$ cat config.mk
export PLATFORM = sky130hd
export DESIGN_NAME = ee_seq
export DESIGN_NICKNAME = d
export VERILOG_FILES = /design/src/ee_seq_pkg.sv /design/src/ee_cycle_timer.sv /design/src/ee_write_latches.sv /design/src/ee_seq.sv
export SDC_FILE = /design/constraint.sdc
export NUM_CORES = 1
export LEC_CHECK = 0
export BUFFER_PORTS_ARGS = -buffer_cell sky130_fd_sc_hd__buf_4
export CORE_AREA = 2 2 219 221
export CTS_CLUSTER_DIAMETER = 200
export DETAILED_ROUTE_END_ITERATION = 12
export DIE_AREA = 0 0 221 223
export GPL_TIMING_DRIVEN = 1
export SLEW_MARGIN = 30
export SYNTH_ARGS = -nofsm -noshare
export SYNTH_HDL_FRONTEND = slang
export SYNTH_SLANG_ARGS = --single-unit
$ cat constraint.sdc
create_clock -name sys_clk -period 39.6 [get_ports sys_clk]
set_clock_uncertainty 0.05 [all_clocks]
set_input_delay 11.88 -clock sys_clk [delete_from_list [all_inputs] [get_ports sys_clk]]
set_output_delay 11.88 -clock sys_clk [all_outputs]
set_load 0.005 [all_outputs]
$ cat src/ee_seq_pkg.sv
// Package for the data EEPROM erase/program sequencer.
// Assumes a 20 MHz system clock and a 16-bit register write port.
package ee_seq_pkg;
  localparam int unsigned CLK_HZ        = 20000000;
  localparam int unsigned CYCLE_TIME_US = 2000;
  localparam int unsigned CYCLE_CLKS    = CYCLE_TIME_US * (CLK_HZ / 1000000);
  localparam int unsigned LATCH_COUNT   = 16;
  localparam int unsigned DATA_W        = 16;
  localparam int unsigned ADDR_W        = 24;

  // Register select codes on the write port.
  localparam logic [1:0] SEL_CONTROL = 2'h0;
  localparam logic [1:0] SEL_KEY     = 2'h1;
  localparam logic [1:0] SEL_ADDR_LO = 2'h2;
  localparam logic [1:0] SEL_ADDR_HI = 2'h3;

  // Control register fields.
  localparam int unsigned CTL_START_BIT  = 15;
  localparam int unsigned CTL_PERMIT_BIT = 14;
  localparam int unsigned CTL_OP_LSB     = 0;
  localparam int unsigned CTL_OP_W       = 7;
  localparam logic [15:0] CTL_RESET      = 16'h0000;

  localparam logic [6:0] OP_BLOCK_ERASE = 7'h45;
  localparam logic [6:0] OP_WORD_ERASE  = 7'h44;
  localparam logic [6:0] OP_WORD_PROG   = 7'h04;
  localparam logic [6:0] OP_BLOCK_PROG  = 7'h05;

  localparam logic [7:0] KEY_FIRST  = 8'h55;
  localparam logic [7:0] KEY_SECOND = 8'hAA;

  typedef enum logic [1:0] {
    KEY_IDLE,
    KEY_GOT_FIRST,
    KEY_ARMED
  } key_state_t;
endpackage

$ cat src/ee_cycle_timer.sv
// Counts out one erase or program cycle.
// Assumes start is a single-cycle pulse given only while idle.
`timescale 1ns/1ps
`default_nettype none
module ee_cycle_timer #(
  parameter int unsigned CYCLES = 40000
) (
  input  wire logic sys_clk,
  input  wire logic rst,
  input  wire logic start,
  output logic      busy,
  output logic      done
);
  typedef struct packed {
    logic [31:0] cnt;
    logic        busy;
    logic        done;
  } tmr_state_t;

  tmr_state_t s_q;
  tmr_state_t s_d;

  always_comb begin
    s_d      = s_q;
    s_d.done = 1'b0;
    if (s_q.busy) begin
      if (s_q.cnt == 32'h0000_0001) begin
        s_d.busy = 1'b0;
        s_d.done = 1'b1;
      end
      s_d.cnt = s_q.cnt - 32'h0000_0001;
    end else if (start) begin
      s_d.busy = 1'b1;
      s_d.cnt  = 32'(CYCLES);
    end
  end

  always_ff @(posedge sys_clk or posedge rst) begin
    if (rst) begin
      s_q <= '0;
    end else begin
      s_q <= s_d;
    end
  end

  assign busy = s_q.busy;
  assign done = s_q.done;
endmodule // ee_cycle_timer
`default_nettype wire

$ cat src/ee_write_latches.sv
// Write latch bank filled by table writes, read by the program engine.
// Assumes one table write strobe per instruction.
`timescale 1ns/1ps
`default_nettype none
module ee_write_latches #(
  parameter int unsigned DEPTH  = 16,
  parameter int unsigned DATA_W = 16
) (
  input  wire logic                     sys_clk,
  input  wire logic                     rst,
  input  wire logic                     wr,
  input  wire logic [$clog2(DEPTH)-1:0] wr_idx,
  input  wire logic [DATA_W-1:0]        wr_data,
  input  wire logic [$clog2(DEPTH)-1:0] rd_idx,
  output logic      [DATA_W-1:0]        rd_data
);
  typedef struct packed {
    logic [DEPTH-1:0][DATA_W-1:0] mem;
  } lat_state_t;

  lat_state_t s_q;
  lat_state_t s_d;

  always_comb begin
    s_d = s_q;
    if (wr) begin
      s_d.mem[wr_idx] = wr_data;
    end
  end

  always_ff @(posedge sys_clk or posedge rst) begin
    if (rst) begin
      s_q <= '0;
    end else begin
      s_q <= s_d;
    end
  end

  assign rd_data = s_q.mem[rd_idx];
endmodule // ee_write_latches
`default_nettype wire

$ cat src/ee_seq.sv
// Data EEPROM erase/program sequencer with unlock key and write permit.
// Assumes a CPU write port (sel, data, strobe) and a table-write strobe.
`timescale 1ns/1ps
`default_nettype none
module ee_seq
  import ee_seq_pkg::*;
#(
  parameter int unsigned CYCLE_LEN = ee_seq_pkg::CYCLE_CLKS,
  parameter int unsigned LATCHES   = ee_seq_pkg::LATCH_COUNT
) (
  input  wire logic                            sys_clk,
  input  wire logic                            rst,
  input  wire logic                            reg_wr,
  input  wire logic [1:0]                      reg_sel,
  input  wire logic [ee_seq_pkg::DATA_W-1:0]   reg_wdata,
  input  wire logic                            done_clr,
  input  wire logic                            table_write_low,
  input  wire logic [ee_seq_pkg::ADDR_W-1:0]   table_addr,
  input  wire logic [ee_seq_pkg::DATA_W-1:0]   table_data,
  output logic      [ee_seq_pkg::DATA_W-1:0]   nvm_control,
  output logic      [ee_seq_pkg::ADDR_W-1:0]   nvm_address,
  output logic                                 nvm_done_flag,
  output logic                                 nvm_busy,
  output logic                                 array_erase,
  output logic                                 array_erase_block,
  output logic                                 array_prog,
  output logic      [ee_seq_pkg::ADDR_W-1:0]   array_addr,
  output logic      [ee_seq_pkg::DATA_W-1:0]   array_data,
  output logic                                 array_we
);
  import ee_seq_pkg::*;

  localparam int unsigned IDX_W = $clog2(LATCHES);

  typedef struct packed {
    logic [DATA_W-1:0] ctl;
    logic [ADDR_W-1:0] addr;
    key_state_t        key;
    logic              done;
    logic              busy;
    logic [6:0]        op;
    logic [IDX_W:0]    pidx;
    logic              erase;
    logic              erase_blk;
    logic              prog;
    logic [DATA_W-1:0] adata;
    logic              awe;
  } seq_state_t;

  seq_state_t s_q;
  seq_state_t s_d;

  logic              tmr_start;
  logic              tmr_busy;
  logic              tmr_done;
  logic [DATA_W-1:0] lat_rd;
  logic [IDX_W-1:0]  lat_idx;

  function automatic logic op_is_prog(input logic [6:0] op);
    return (op == OP_WORD_PROG) || (op == OP_BLOCK_PROG);
  endfunction

  function automatic logic op_is_block(input logic [6:0] op);
    return (op == OP_BLOCK_ERASE) || (op == OP_BLOCK_PROG);
  endfunction

  ee_write_latches #(
    .DEPTH  (LATCHES),
    .DATA_W (DATA_W)
  ) u_latches (
    .sys_clk (sys_clk),
    .rst     (rst),
    .wr      (table_write_low),
    .wr_idx  (table_addr[IDX_W:1]),
    .wr_data (table_data),
    .rd_idx  (lat_idx),
    .rd_data (lat_rd)
  );

  ee_cycle_timer #(
    .CYCLES (CYCLE_LEN)
  ) u_timer (
    .sys_clk (sys_clk),
    .rst     (rst),
    .start   (tmr_start),
    .busy    (tmr_busy),
    .done    (tmr_done)
  );

  logic ctl_wr;
  logic start_req;
  logic go;

  always_comb begin
    ctl_wr    = reg_wr && (reg_sel == SEL_CONTROL);
    // Start needs the permit already held, not set by the same write.
    start_req = ctl_wr && reg_wdata[CTL_START_BIT]
                && !s_q.ctl[CTL_START_BIT]
                && s_q.ctl[CTL_PERMIT_BIT]
                && reg_wdata[CTL_PERMIT_BIT];
    go        = start_req && (s_q.key == KEY_ARMED) && !s_q.busy;
    tmr_start = go;
    // A word program sends the latch selected by address register bits [IDX_W:1].
    lat_idx   = op_is_block(s_q.op) ? s_q.pidx[IDX_W-1:0] : s_q.addr[IDX_W:1];
  end

  always_comb begin
    s_d       = s_q;
    s_d.awe   = 1'b0;
    s_d.erase = 1'b0;
    s_d.prog  = 1'b0;

    if (reg_wr) begin
      case (reg_sel)
        SEL_KEY: begin
          if (reg_wdata[7:0] == KEY_FIRST) begin
            s_d.key = KEY_GOT_FIRST;
          end else if (reg_wdata[7:0] == KEY_SECOND && s_q.key == KEY_GOT_FIRST) begin
            s_d.key = KEY_ARMED;
          end else begin
            s_d.key = KEY_IDLE;
          end
        end
        SEL_CONTROL: begin
          s_d.key = KEY_IDLE;
          // Software owns the permit and op fields; only hardware sets start.
          s_d.ctl[CTL_PERMIT_BIT] = reg_wdata[CTL_PERMIT_BIT];
          if (!s_q.busy) begin
            s_d.ctl[CTL_OP_LSB +: CTL_OP_W] = reg_wdata[CTL_OP_LSB +: CTL_OP_W];
          end
        end
        SEL_ADDR_LO: begin
          s_d.key = KEY_IDLE;
          if (!s_q.busy) begin
            s_d.addr[15:0] = reg_wdata;
          end
        end
        SEL_ADDR_HI: begin
          s_d.key = KEY_IDLE;
          if (!s_q.busy) begin
            s_d.addr[ADDR_W-1:16] = reg_wdata[ADDR_W-17:0];
          end
        end
        default: begin
          s_d.key = KEY_IDLE;
        end
      endcase
    end

    if (table_write_low && !s_q.busy) begin
      s_d.addr = table_addr;
    end

    if (go) begin
      s_d.ctl[CTL_START_BIT] = 1'b1;
      s_d.busy      = 1'b1;
      s_d.op        = s_q.ctl[CTL_OP_LSB +: CTL_OP_W];
      s_d.pidx      = '0;
      s_d.erase     = !op_is_prog(s_q.ctl[CTL_OP_LSB +: CTL_OP_W]);
      s_d.erase_blk = op_is_block(s_q.ctl[CTL_OP_LSB +: CTL_OP_W]);
      s_d.prog      = op_is_prog(s_q.ctl[CTL_OP_LSB +: CTL_OP_W]);
    end

    // Block program data walks the latches while the timer runs, word program sends one; the CPU is free.
    if (s_q.busy && op_is_prog(s_q.op)) begin
      if (op_is_block(s_q.op) ? (s_q.pidx < (IDX_W+1)'(LATCHES))
                              : (s_q.pidx == '0)) begin
        s_d.awe   = 1'b1;
        s_d.adata = lat_rd;
        s_d.pidx  = s_q.pidx + (IDX_W+1)'(1);
      end
    end

    if (tmr_done) begin
      s_d.ctl[CTL_START_BIT] = 1'b0;
      s_d.busy = 1'b0;
      s_d.done = 1'b1;
    end else if (done_clr) begin
      s_d.done = 1'b0;
    end
  end

  always_ff @(posedge sys_clk or posedge rst) begin
    if (rst) begin
      s_q      <= '0;
      s_q.ctl  <= CTL_RESET;
      s_q.key  <= KEY_IDLE;
    end else begin
      s_q <= s_d;
    end
  end

  assign nvm_control       = s_q.ctl;
  assign nvm_address       = s_q.addr;
  assign nvm_done_flag     = s_q.done;
  assign nvm_busy          = s_q.busy;
  assign array_erase       = s_q.erase;
  assign array_erase_block = s_q.erase_blk;
  assign array_prog        = s_q.prog;
  assign array_addr        = s_q.addr;
  assign array_data        = s_q.adata;
  assign array_we          = s_q.awe;
endmodule // ee_seq
`default_nettype wire

==> flow_summary.yaml, run 1 <==
outcome:
  outcome: "complete, no violations"
floorplan:
  top_level_ports: 149
  fp.dieW_um: 221
  initial_utilization: 0.3835
  die_y_um: 223
  fp.coreArea_um2: 47150
  dieArea_um2: 49280
  row_count: 80
yosys:
  synthFlopType: "dfrtp_1"
  syn_area_per_cell_um2: 11.79
  synth_top_area_cell: "dfrtp_1"
  synth_cells: 1534
  postSynth.asyncResetShare: 1.000
  synth.top_cell.area_share: 0.4969
  synth_edf_count: 0
  ys_ff_latch: 359
  syn_area_um2: 18080
  yosysSeqAreaShare: 0.4969
  synth_cell_types: 68
  synth_area_leaders: "dfrtp_1, mux2_2, buf_4"
  yosysWarningCount: 0
sta:
  tightestPinTransition_ns: 1.066
  slew_headroom: 0.2893
  fin_tns_setup_ns: 0
  fin_crit_sh: 0.3416
  grt_setup_unrepaired: "false"
  hold_violations: 0
  slew_violations: 0
  setup-violations-final: 0
  fin_crit_ns: 13.53
  max_freq_mhz: 73.93
finish:
  fillers: 4360
  drive_gt1_frac: 0.3562
  area_growth_pct: 12.67
  fin_area_um2: 20370
  finalNetCount: 1629
clocking:
  clk_pin_slew_worst_paths_ns: 0.06
  cts_resized: 0
  clockBufferDepth: 3
  holdBufCountCts: 0
  clk_latency_ns: 0.54
  numCtsBuffers: 39
  cts_tree: "yes"
  cts-root-buf: "clkbuf_16"
  htreeDepth: 2
  cts.sinks: 359
  cts_setup_buffers: 0
run:
  max-cap-violations: 0
global_routing:
  antenna_found_initial: 1
  grt_max_degree: 163
  grt_pass1_wl_um: 77650
  grt.overflow.total: 0
  grt_pass1_vias: 12970
  grt_usage: 0.2036
worst_setup_path:
  critPathRequiredTime_ns: 39.96
  setup.worst_path.start_class: "input port"
  crit_type: "input port to register"
  critPathArrivalTime_ns: 13.89
  cp_slowest_cell: "nand2_1"
  cp-end-kind: "register"
  crit_chain: "buf_4 -> nor3b_1 -> nand2_1 -> mux2_2"
  critPathMaxFanout: 16
  max_stage_delay_ns: 0.79
routing:
  vias: 12730
  wl_um: 50590
  drtPass1Iterations: 5
  drtIter0Drc: 911
  wl_per_cell_um: 22.93
  drc: 0
  avgViaCountPerCell: 5.771
  ant_nets: 0
min_path:
  hold_path_class: "register to register"
power_and_ir_drop:
  ir_drop_mv: 0.03683
  p_leak_nw: 8.696
  powerDensity_nw_per_um2: 47.16
placement:
  portBuffers: 141
  gp_congestion: 0.7887
  postPlaceCellArea_um2: 19120
  hpwl_um: 30770
final timing paths:
kind | from | to | slack, ns | cells past startpoint
min | u_timer.done | nvm_control[15] | 0.42 | 1
max | table_addr[3] | u_latches.s_q[14] | 26.07 | 4
min in group asynchronous | rst | array_addr[0] | 11.35 | 2
max in group asynchronous | rst | u_latches.s_q[117] | 26.21 | 4
max reg2reg | s_q[25] | array_data[5] | 35.06 | 8
min reg2reg | u_timer.done | nvm_control[15] | 0.42 | 1
layer usage:
metal | track usage | share of wire | wire (um) | vias up
li1 | - | - | - | 5652
met1 | 0.2817 | 0.45 | 22590 | 6515
met2 | 0.3169 | 0.45 | 22800 | 473
met3 | 0.04162 | 0.069 | 3502 | 91
met4 | 0.07404 | 0.034 | 1700 | 0
met5 | 0 | 0 | 0 | -
registers in the layout, indices dropped and copies added, names as in the netlist:
name / flops
array_addr: 24
nvm_busy: 1
array_erase: 1
u_timer.s_q: 32
array_prog: 1
u_timer.busy: 1
array_erase_block: 1
u_timer.done: 1
array_we: 1
s_q: 14
array_data: 16
u_latches.s_q: 256
nvm_control: 9
nvm_done_flag: 1
cell usage after synthesis (5+ instances only):
cell type,instances
nor4b_1,5
o41ai_1,5
a31oi_1,5
mux2_1,19
nor2b_1,17
nand2_1,84
dfrtp_1,359
mux2i_1,28
a221o_1,5
o221ai_1,24
buf_2,14
nor4_1,10
a2111oi_0,14
mux4_2,26
o21a_1,13
nor2_1,73
a211oi_1,5
inv_1,23
or3_1,21
nand4_1,12
a21oi_1,58
mux2_2,277
o31ai_1,5
buf_4,82
nor3_1,27
a222oi_1,8
clkbuf_1,82
nor3b_1,9
nand2b_1,11
nand3b_1,7
o21ai_0,49
or4_1,5
o22ai_1,43
nand3_1,27
a22oi_1,5
buf_6,6
cells by family (layout without fill, tap and decap cells):
logic type      Yosys count  count (layout)  synth area share
simple gates            331             331           0.09426
fa+ha+maj                 4               4          0.002768
compound gates          272             272            0.1060
other cells               1               9         0.0002074
buf+inv                 214             263           0.06616
flops                   359             359            0.4969
mux                     350             350            0.2323
xor+xnor                  3               3          0.001454
power by group:
group,switching [W],internal [W]
registers,0.0000402,0.000430
logic,0.0000566,0.0000824
clock network,0.000149,0.000203
critical path, delay by kind of cell:
| kind | cells | cell delay (ns) |
|---|---|---|
| muxes | 1 | 0.52 |
| and+or+nand+nor | 2 | 1.35 |
| buffers and inverters | 1 | 0.13 |
stage by stage:
step                power [W]  setup WS, ns  hold slack [ns]  utilization  instances
global route         0.001007         25.86           0.4547       0.4320       2205
detailed placement  0.0006146         25.11           0.4161       0.4055       2135
floorplan           0.0005762         17.71           0.3735            -       1540
global placement    0.0006061         25.12           0.4072       0.4050       2135
finish              0.0009607         26.07           0.4242       0.4321       2206
CTS                 0.0009680         25.67           0.4281       0.4314       2203
cells in the final DEF (no fill, tap or decap), types with 24 or more instances in the layout:
cell | Yosys | layout
a21oi_1 | 58 | 57
buf_4 | 82 | 168
clkbuf_16 | 0 | 40
dfrtp_1 | 359 | 356
mux2_2 | 277 | 277
mux2i_1 | 28 | 28
mux4_2 | 26 | 26
nand2_1 | 84 | 84
nand3_1 | 27 | 27
nor2_1 | 73 | 65
nor3_1 | 27 | 25
o21ai_0 | 49 | 49
o221ai_1 | 24 | 24
o22ai_1 | 43 | 43
cell type report:
cell class,count,area (um2),share of cell area
flip-flops and latches,359,8987,0.4412
multi-input cells,967,7976,0.3916
repair buffers,171,1304,0.06401
clock buffers,60,1166,0.05725
well taps,615,769.5,0.03778
inverters,24,102.6,0.005037
clock inverters,8,58.81,0.002887
diodes,2,5.005,0.0002457
Note: power is estimated with default switching activity, not from simulation.
==> run 2, diff against run 1 <==
- clock period: 39.6 -> 10.9 ns (I/O delays scaled with it)
==> flow_summary.yaml, run 2 (same netlist as run 1, synthesis figures left out) <==
outcome:
  outcome: "complete, no violations"
floorplan:
  row_count: 80
  dieArea_um2: 49280
  die_y_um: 223
  initial_utilization: 0.3835
  fp.coreArea_um2: 47150
  top_level_ports: 149
  fp.dieW_um: 221
global_routing:
  grt.overflow.total: 0
  grt_max_degree: 175
  grt_pass1_vias: 12970
  antenna_found_initial: 3
  grt_usage: 0.2060
  grt_pass1_wl_um: 78230
clocking:
  numCtsBuffers: 40
  htreeDepth: 2
  cts_setup_buffers: 0
  cts-root-buf: "clkbuf_16"
  clk_pin_slew_worst_paths_ns: 0.06
  cts.sinks: 359
  clockBufferDepth: 3
  holdBufCountCts: 0
  cts_resized: 0
  clk_latency_ns: 0.57
  cts_tree: "yes"
run:
  max-cap-violations: 0
sta:
  hold_violations: 0
  grt_setup_unrepaired: "false"
  max_freq_mhz: 203.2
  slew_headroom: 0.2560
  fin_crit_sh: 0.4514
  fin_tns_setup_ns: 0
  tightestPinTransition_ns: 1.112
  fin_crit_ns: 4.920
  setup-violations-final: 0
  worst_slack_ns: 5.980
  slew_violations: 0
  hold_ws_ns: 0.4235
worst_setup_path:
  crit_end: "u_latches.s_q[21]"
  cp-end-kind: "register"
  ff2ff_setup_slack_ns: 6.91
  reg2reg_depth: 8
  critPathRequiredTime_ns: 11.29
  critPathArrivalTime_ns: 5.31
  r2r_start: "s_q[25]"
  setup.worst_path.start_class: "input port"
  critPathMaxFanout: 16
  r2r-end: "array_data[5]"
  setup.worst_path.start: "table_write_low"
  crit_type: "input port to register"
finish:
  drive_gt1_frac: 0.3593
  layout_common_cells: "dfrtp_1, mux2_2, buf_4, nand2_1, nor2_1"
  final_util: 0.4350
  fillers: 4338
  area_growth_pct: 13.44
  final_common_cell: "dfrtp_1"
  largest_reg_flops: 256
  finalNetCount: 1630
  regMostFlops: "u_latches.s_q"
placement:
  portBuffers: 141
  hpwl_um: 30560
  post-place-ws_ns: 5.414
  gp_congestion: 0.8097
routing:
  wl_per_cell_um: 23.19
  drtIter0Drc: 1067
  wl_um: 51210
  drtPass1Iterations: 5
  drc: 0
  avgViaCountPerCell: 5.814
  ant_nets: 0
  vias: 12840
power_and_ir_drop:
  ir_drop_mv: 0.1098
  seqPwrFrac: 0.469
  switchingPower_w: 0.0009279
  combPwrFrac: 0.140
  power_switching_share: 0.2550
  powerDensity_nw_per_um2: 177.4
  pwr-share-clk: 0.391
  internal_power_w: 0.002710
  p_leak_nw: 8.776
min_path:
  hold_path_class: "register to register"
run 2: cell count changes in the layout (fill, tap and decap cells not counted), sizes merged:
cell,change
clkinvlp,+2
clkinv,+5
bufinv,+5
diode,-1
clkbuf,-9
run 2: how the worst min path moves through the flow:
stage / startpoint / to / slack [ns] / cells past startpoint
after global placement: u_timer.s_q[22] / u_timer.s_q[22] / 0.41 / 1
final: u_timer.s_q[22] / u_timer.s_q[22] / 0.42 / 1
after global routing: u_timer.done / nvm_control[15] / 0.44 / 1
after CTS: u_timer.s_q[22] / u_timer.s_q[22] / 0.42 / 1
after floorplan: u_timer.done / nvm_busy / 0.37 / 1
after detailed placement: u_timer.done / nvm_busy / 0.42 / 1
run 2: power groups by stage:
stage	combinational (W)	clock [W]	sequential, W
2_1_floorplan	0.000413	0	0.00168
3_3_place_gp	0.000495	0	0.00171
3_5_place_dp	0.000511	0	0.00172
4_1_cts	0.000512	0.00145	0.00170
5_1_grt	0.000556	0.00150	0.00173
6_report	0.000511	0.00142	0.00171
run 2: area by class of cell:
class                           count  area, um2  share of cell area
Sequential cell                   359       8987              0.4382
Multi-Input combinational cell    967       7965              0.3884
Timing Repair Buffer              171       1328             0.06473
Clock buffer                       51       1124             0.05479
Tap cell                          615      769.5             0.03752
Clock inverter                     20      239.0             0.01165
Inverter                           24      93.84            0.004576
Antenna cell                        1      2.502           0.0001220
run 2: per-layer routing:
| metal | up-vias | global-route usage | wire [um] |
|---|---|---|---|
| met5 | - | 0 | 13 |
| met4 | 2 | 0.07101 | 1533 |
| met3 | 108 | 0.04754 | 4074 |
| met2 | 529 | 0.3215 | 23230 |
| met1 | 6564 | 0.2824 | 22360 |
| li1 | 5635 | - | - |
run 2: per-stage QoR:
stage | total power (W) | cell area [um2] | std cells
detailed placement | 0.002235 | 19090 | 2134
floorplan | 0.002094 | 18100 | 1540
CTS | 0.003661 | 20450 | 2205
global placement | 0.002205 | 19090 | 2134
global route | 0.003792 | 20510 | 2208
finish | 0.003638 | 20510 | 2208
run 2: worst max-delay path, cell delays in order:
cell,delay (ns)
buf_4,0.13
nor3b_1,0.60
nand3b_1,0.78
mux2_2,0.53
==> run 3, diff against run 2 <==
- clock period: 10.9 -> 4.71 ns (I/O delays scaled with it)
==> flow_summary.yaml, run 3 (same netlist as run 1, synthesis figures left out) <==
floorplan:
  initial_utilization: 0.3835
  top_level_ports: 149
  dieArea_um2: 49280
  fp.coreArea_um2: 47150
  row_count: 80
  die_y_um: 223
  fp.dieW_um: 221
clocking:
  cts_setup_buffers: 0
  clk_pin_slew_worst_paths_ns: 0.06
  htreeDepth: 2
  clk_latency_ns: 0.57
  numCtsBuffers: 41
  clockBufferDepth: 3
  cts-root-buf: "clkbuf_16"
  cts.sinks: 359
  holdBufCountCts: 0
  cts_resized: 0
  cts_tree: "yes"
sta:
  fin_crit_ns: 3.598
  max_freq_mhz: 277.9
  hold_ws_ns: 0.4250
  slew_headroom: 0.3033
  grt_setup_unrepaired: "false"
  setup-violations-final: 0
  slew_violations: 0
  tightestPinTransition_ns: 1.045
  fin_crit_sh: 0.7639
  hold_violations: 0
  fin_tns_setup_ns: 0
min_path:
  hold_path_class: "register to register"
global_routing:
  grt_usage: 0.2090
  grt_max_degree: 110
  grt_pass1_vias: 13010
  grt_pass1_wl_um: 79750
  grt.overflow.total: 0
  antenna_found_initial: 0
placement:
  portBuffers: 141
  hpwl_um: 32070
  gp_congestion: 0.8390
  placed_cells: 2151
finish:
  final_common_cell: "dfrtp_1"
  fillers: 4351
  regMostFlops: "u_latches.s_q"
  register_area_um2: 8987
  multiInputGateArea_um2: 7945
  antenna_cells: 0
  area_growth_pct: 13.44
  finalNetCount: 1646
  drive_gt1_frac: 0.3582
  layout_common_cells: "dfrtp_1, mux2_2, buf_4, nand2_1, nor2_1"
  largest_reg_flops: 256
  fin_cells: 2226
worst_setup_path:
  cp_num_buf_inv: 1
  cp_slowest_cell: "or4b_4"
  crit_chain: "or4b_4 -> or2_2 -> a21oi_4 -> buf_4 -> mux2_2 -> o221ai_1 -> nand3_1"
  cp-end-kind: "register"
  crit_family: "simple AND/OR/NAND/NOR gates"
  setup.worst_path.start_class: "register"
  crit_type: "register to register"
  critPathMaxFanout: 22
  critPathArrivalTime_ns: 3.99
  critPathRequiredTime_ns: 5.10
  max_stage_delay_ns: 0.72
routing:
  drtPass1Iterations: 5
  avgViaCountPerCell: 5.814
  drtIter0Drc: 1333
  ant_nets: 0
  wl_um: 51760
  drc: 0
  wl_per_cell_um: 23.25
  vias: 12940
run:
  max-cap-violations: 0
power_and_ir_drop:
  total_power_w: 0.008232
  ir_drop_mv: 0.3243
  p_leak_nw: 8.790
  powerDensity_nw_per_um2: 401.4
outcome:
  outcome: "complete, no violations"
## run 3: metal layers
| layer | track usage | part of all wire | routed length [um] | up-vias |
|---|---|---|---|---|
| met5 | 0.002933 | 0 | 0 | - |
| met4 | 0.07599 | 0.029 | 1495 | 0 |
| met3 | 0.03635 | 0.073 | 3800 | 82 |
| met2 | 0.3172 | 0.44 | 22890 | 523 |
| met1 | 0.2999 | 0.46 | 23580 | 6673 |
| li1 | - | - | - | 5664 |
## run 3: report_power, final
group          switching [W]  internal [W]
Clock                0.00131       0.00176
Sequential          0.000367       0.00361
Combinational       0.000479      0.000700
## run 3: metrics by stage
stage                       util  instance area [um2]  setup slack, ns
after floorplan                -                18100           -1.565
after global placement    0.4077                19220            1.046
after detailed placement  0.4080                19240            1.153
after CTS                 0.4350                20510            1.134
after global routing      0.4350                20510           0.9933
final                     0.4350                20510            1.112
## run 3: path summary, 6_finish.rpt
path	startpoint	end	slack, ns	cells past startpoint
worst max-delay path	s_q[26]	array_data[11]	1.11	7
max in group asynchronous	rst	u_latches.s_q[161]	2.83	3
worst min-delay path	u_timer.s_q[33]	u_timer.s_q[33]	0.42	1
worst max register to register	s_q[26]	array_data[11]	1.11	7
min in group asynchronous	rst	u_latches.s_q[155]	0.78	2
worst min register to register	u_timer.s_q[33]	u_timer.s_q[33]	0.42	1
## run 3: layout make-up
type / count / share of cell area
Sequential cell: 359 / 0.4382
Multi-Input combinational cell: 967 / 0.3874
Timing Repair Buffer: 186 / 0.07028
Clock buffer: 64 / 0.05875
Tap cell: 615 / 0.03752
Inverter: 24 / 0.004576
Clock inverter: 11 / 0.003233
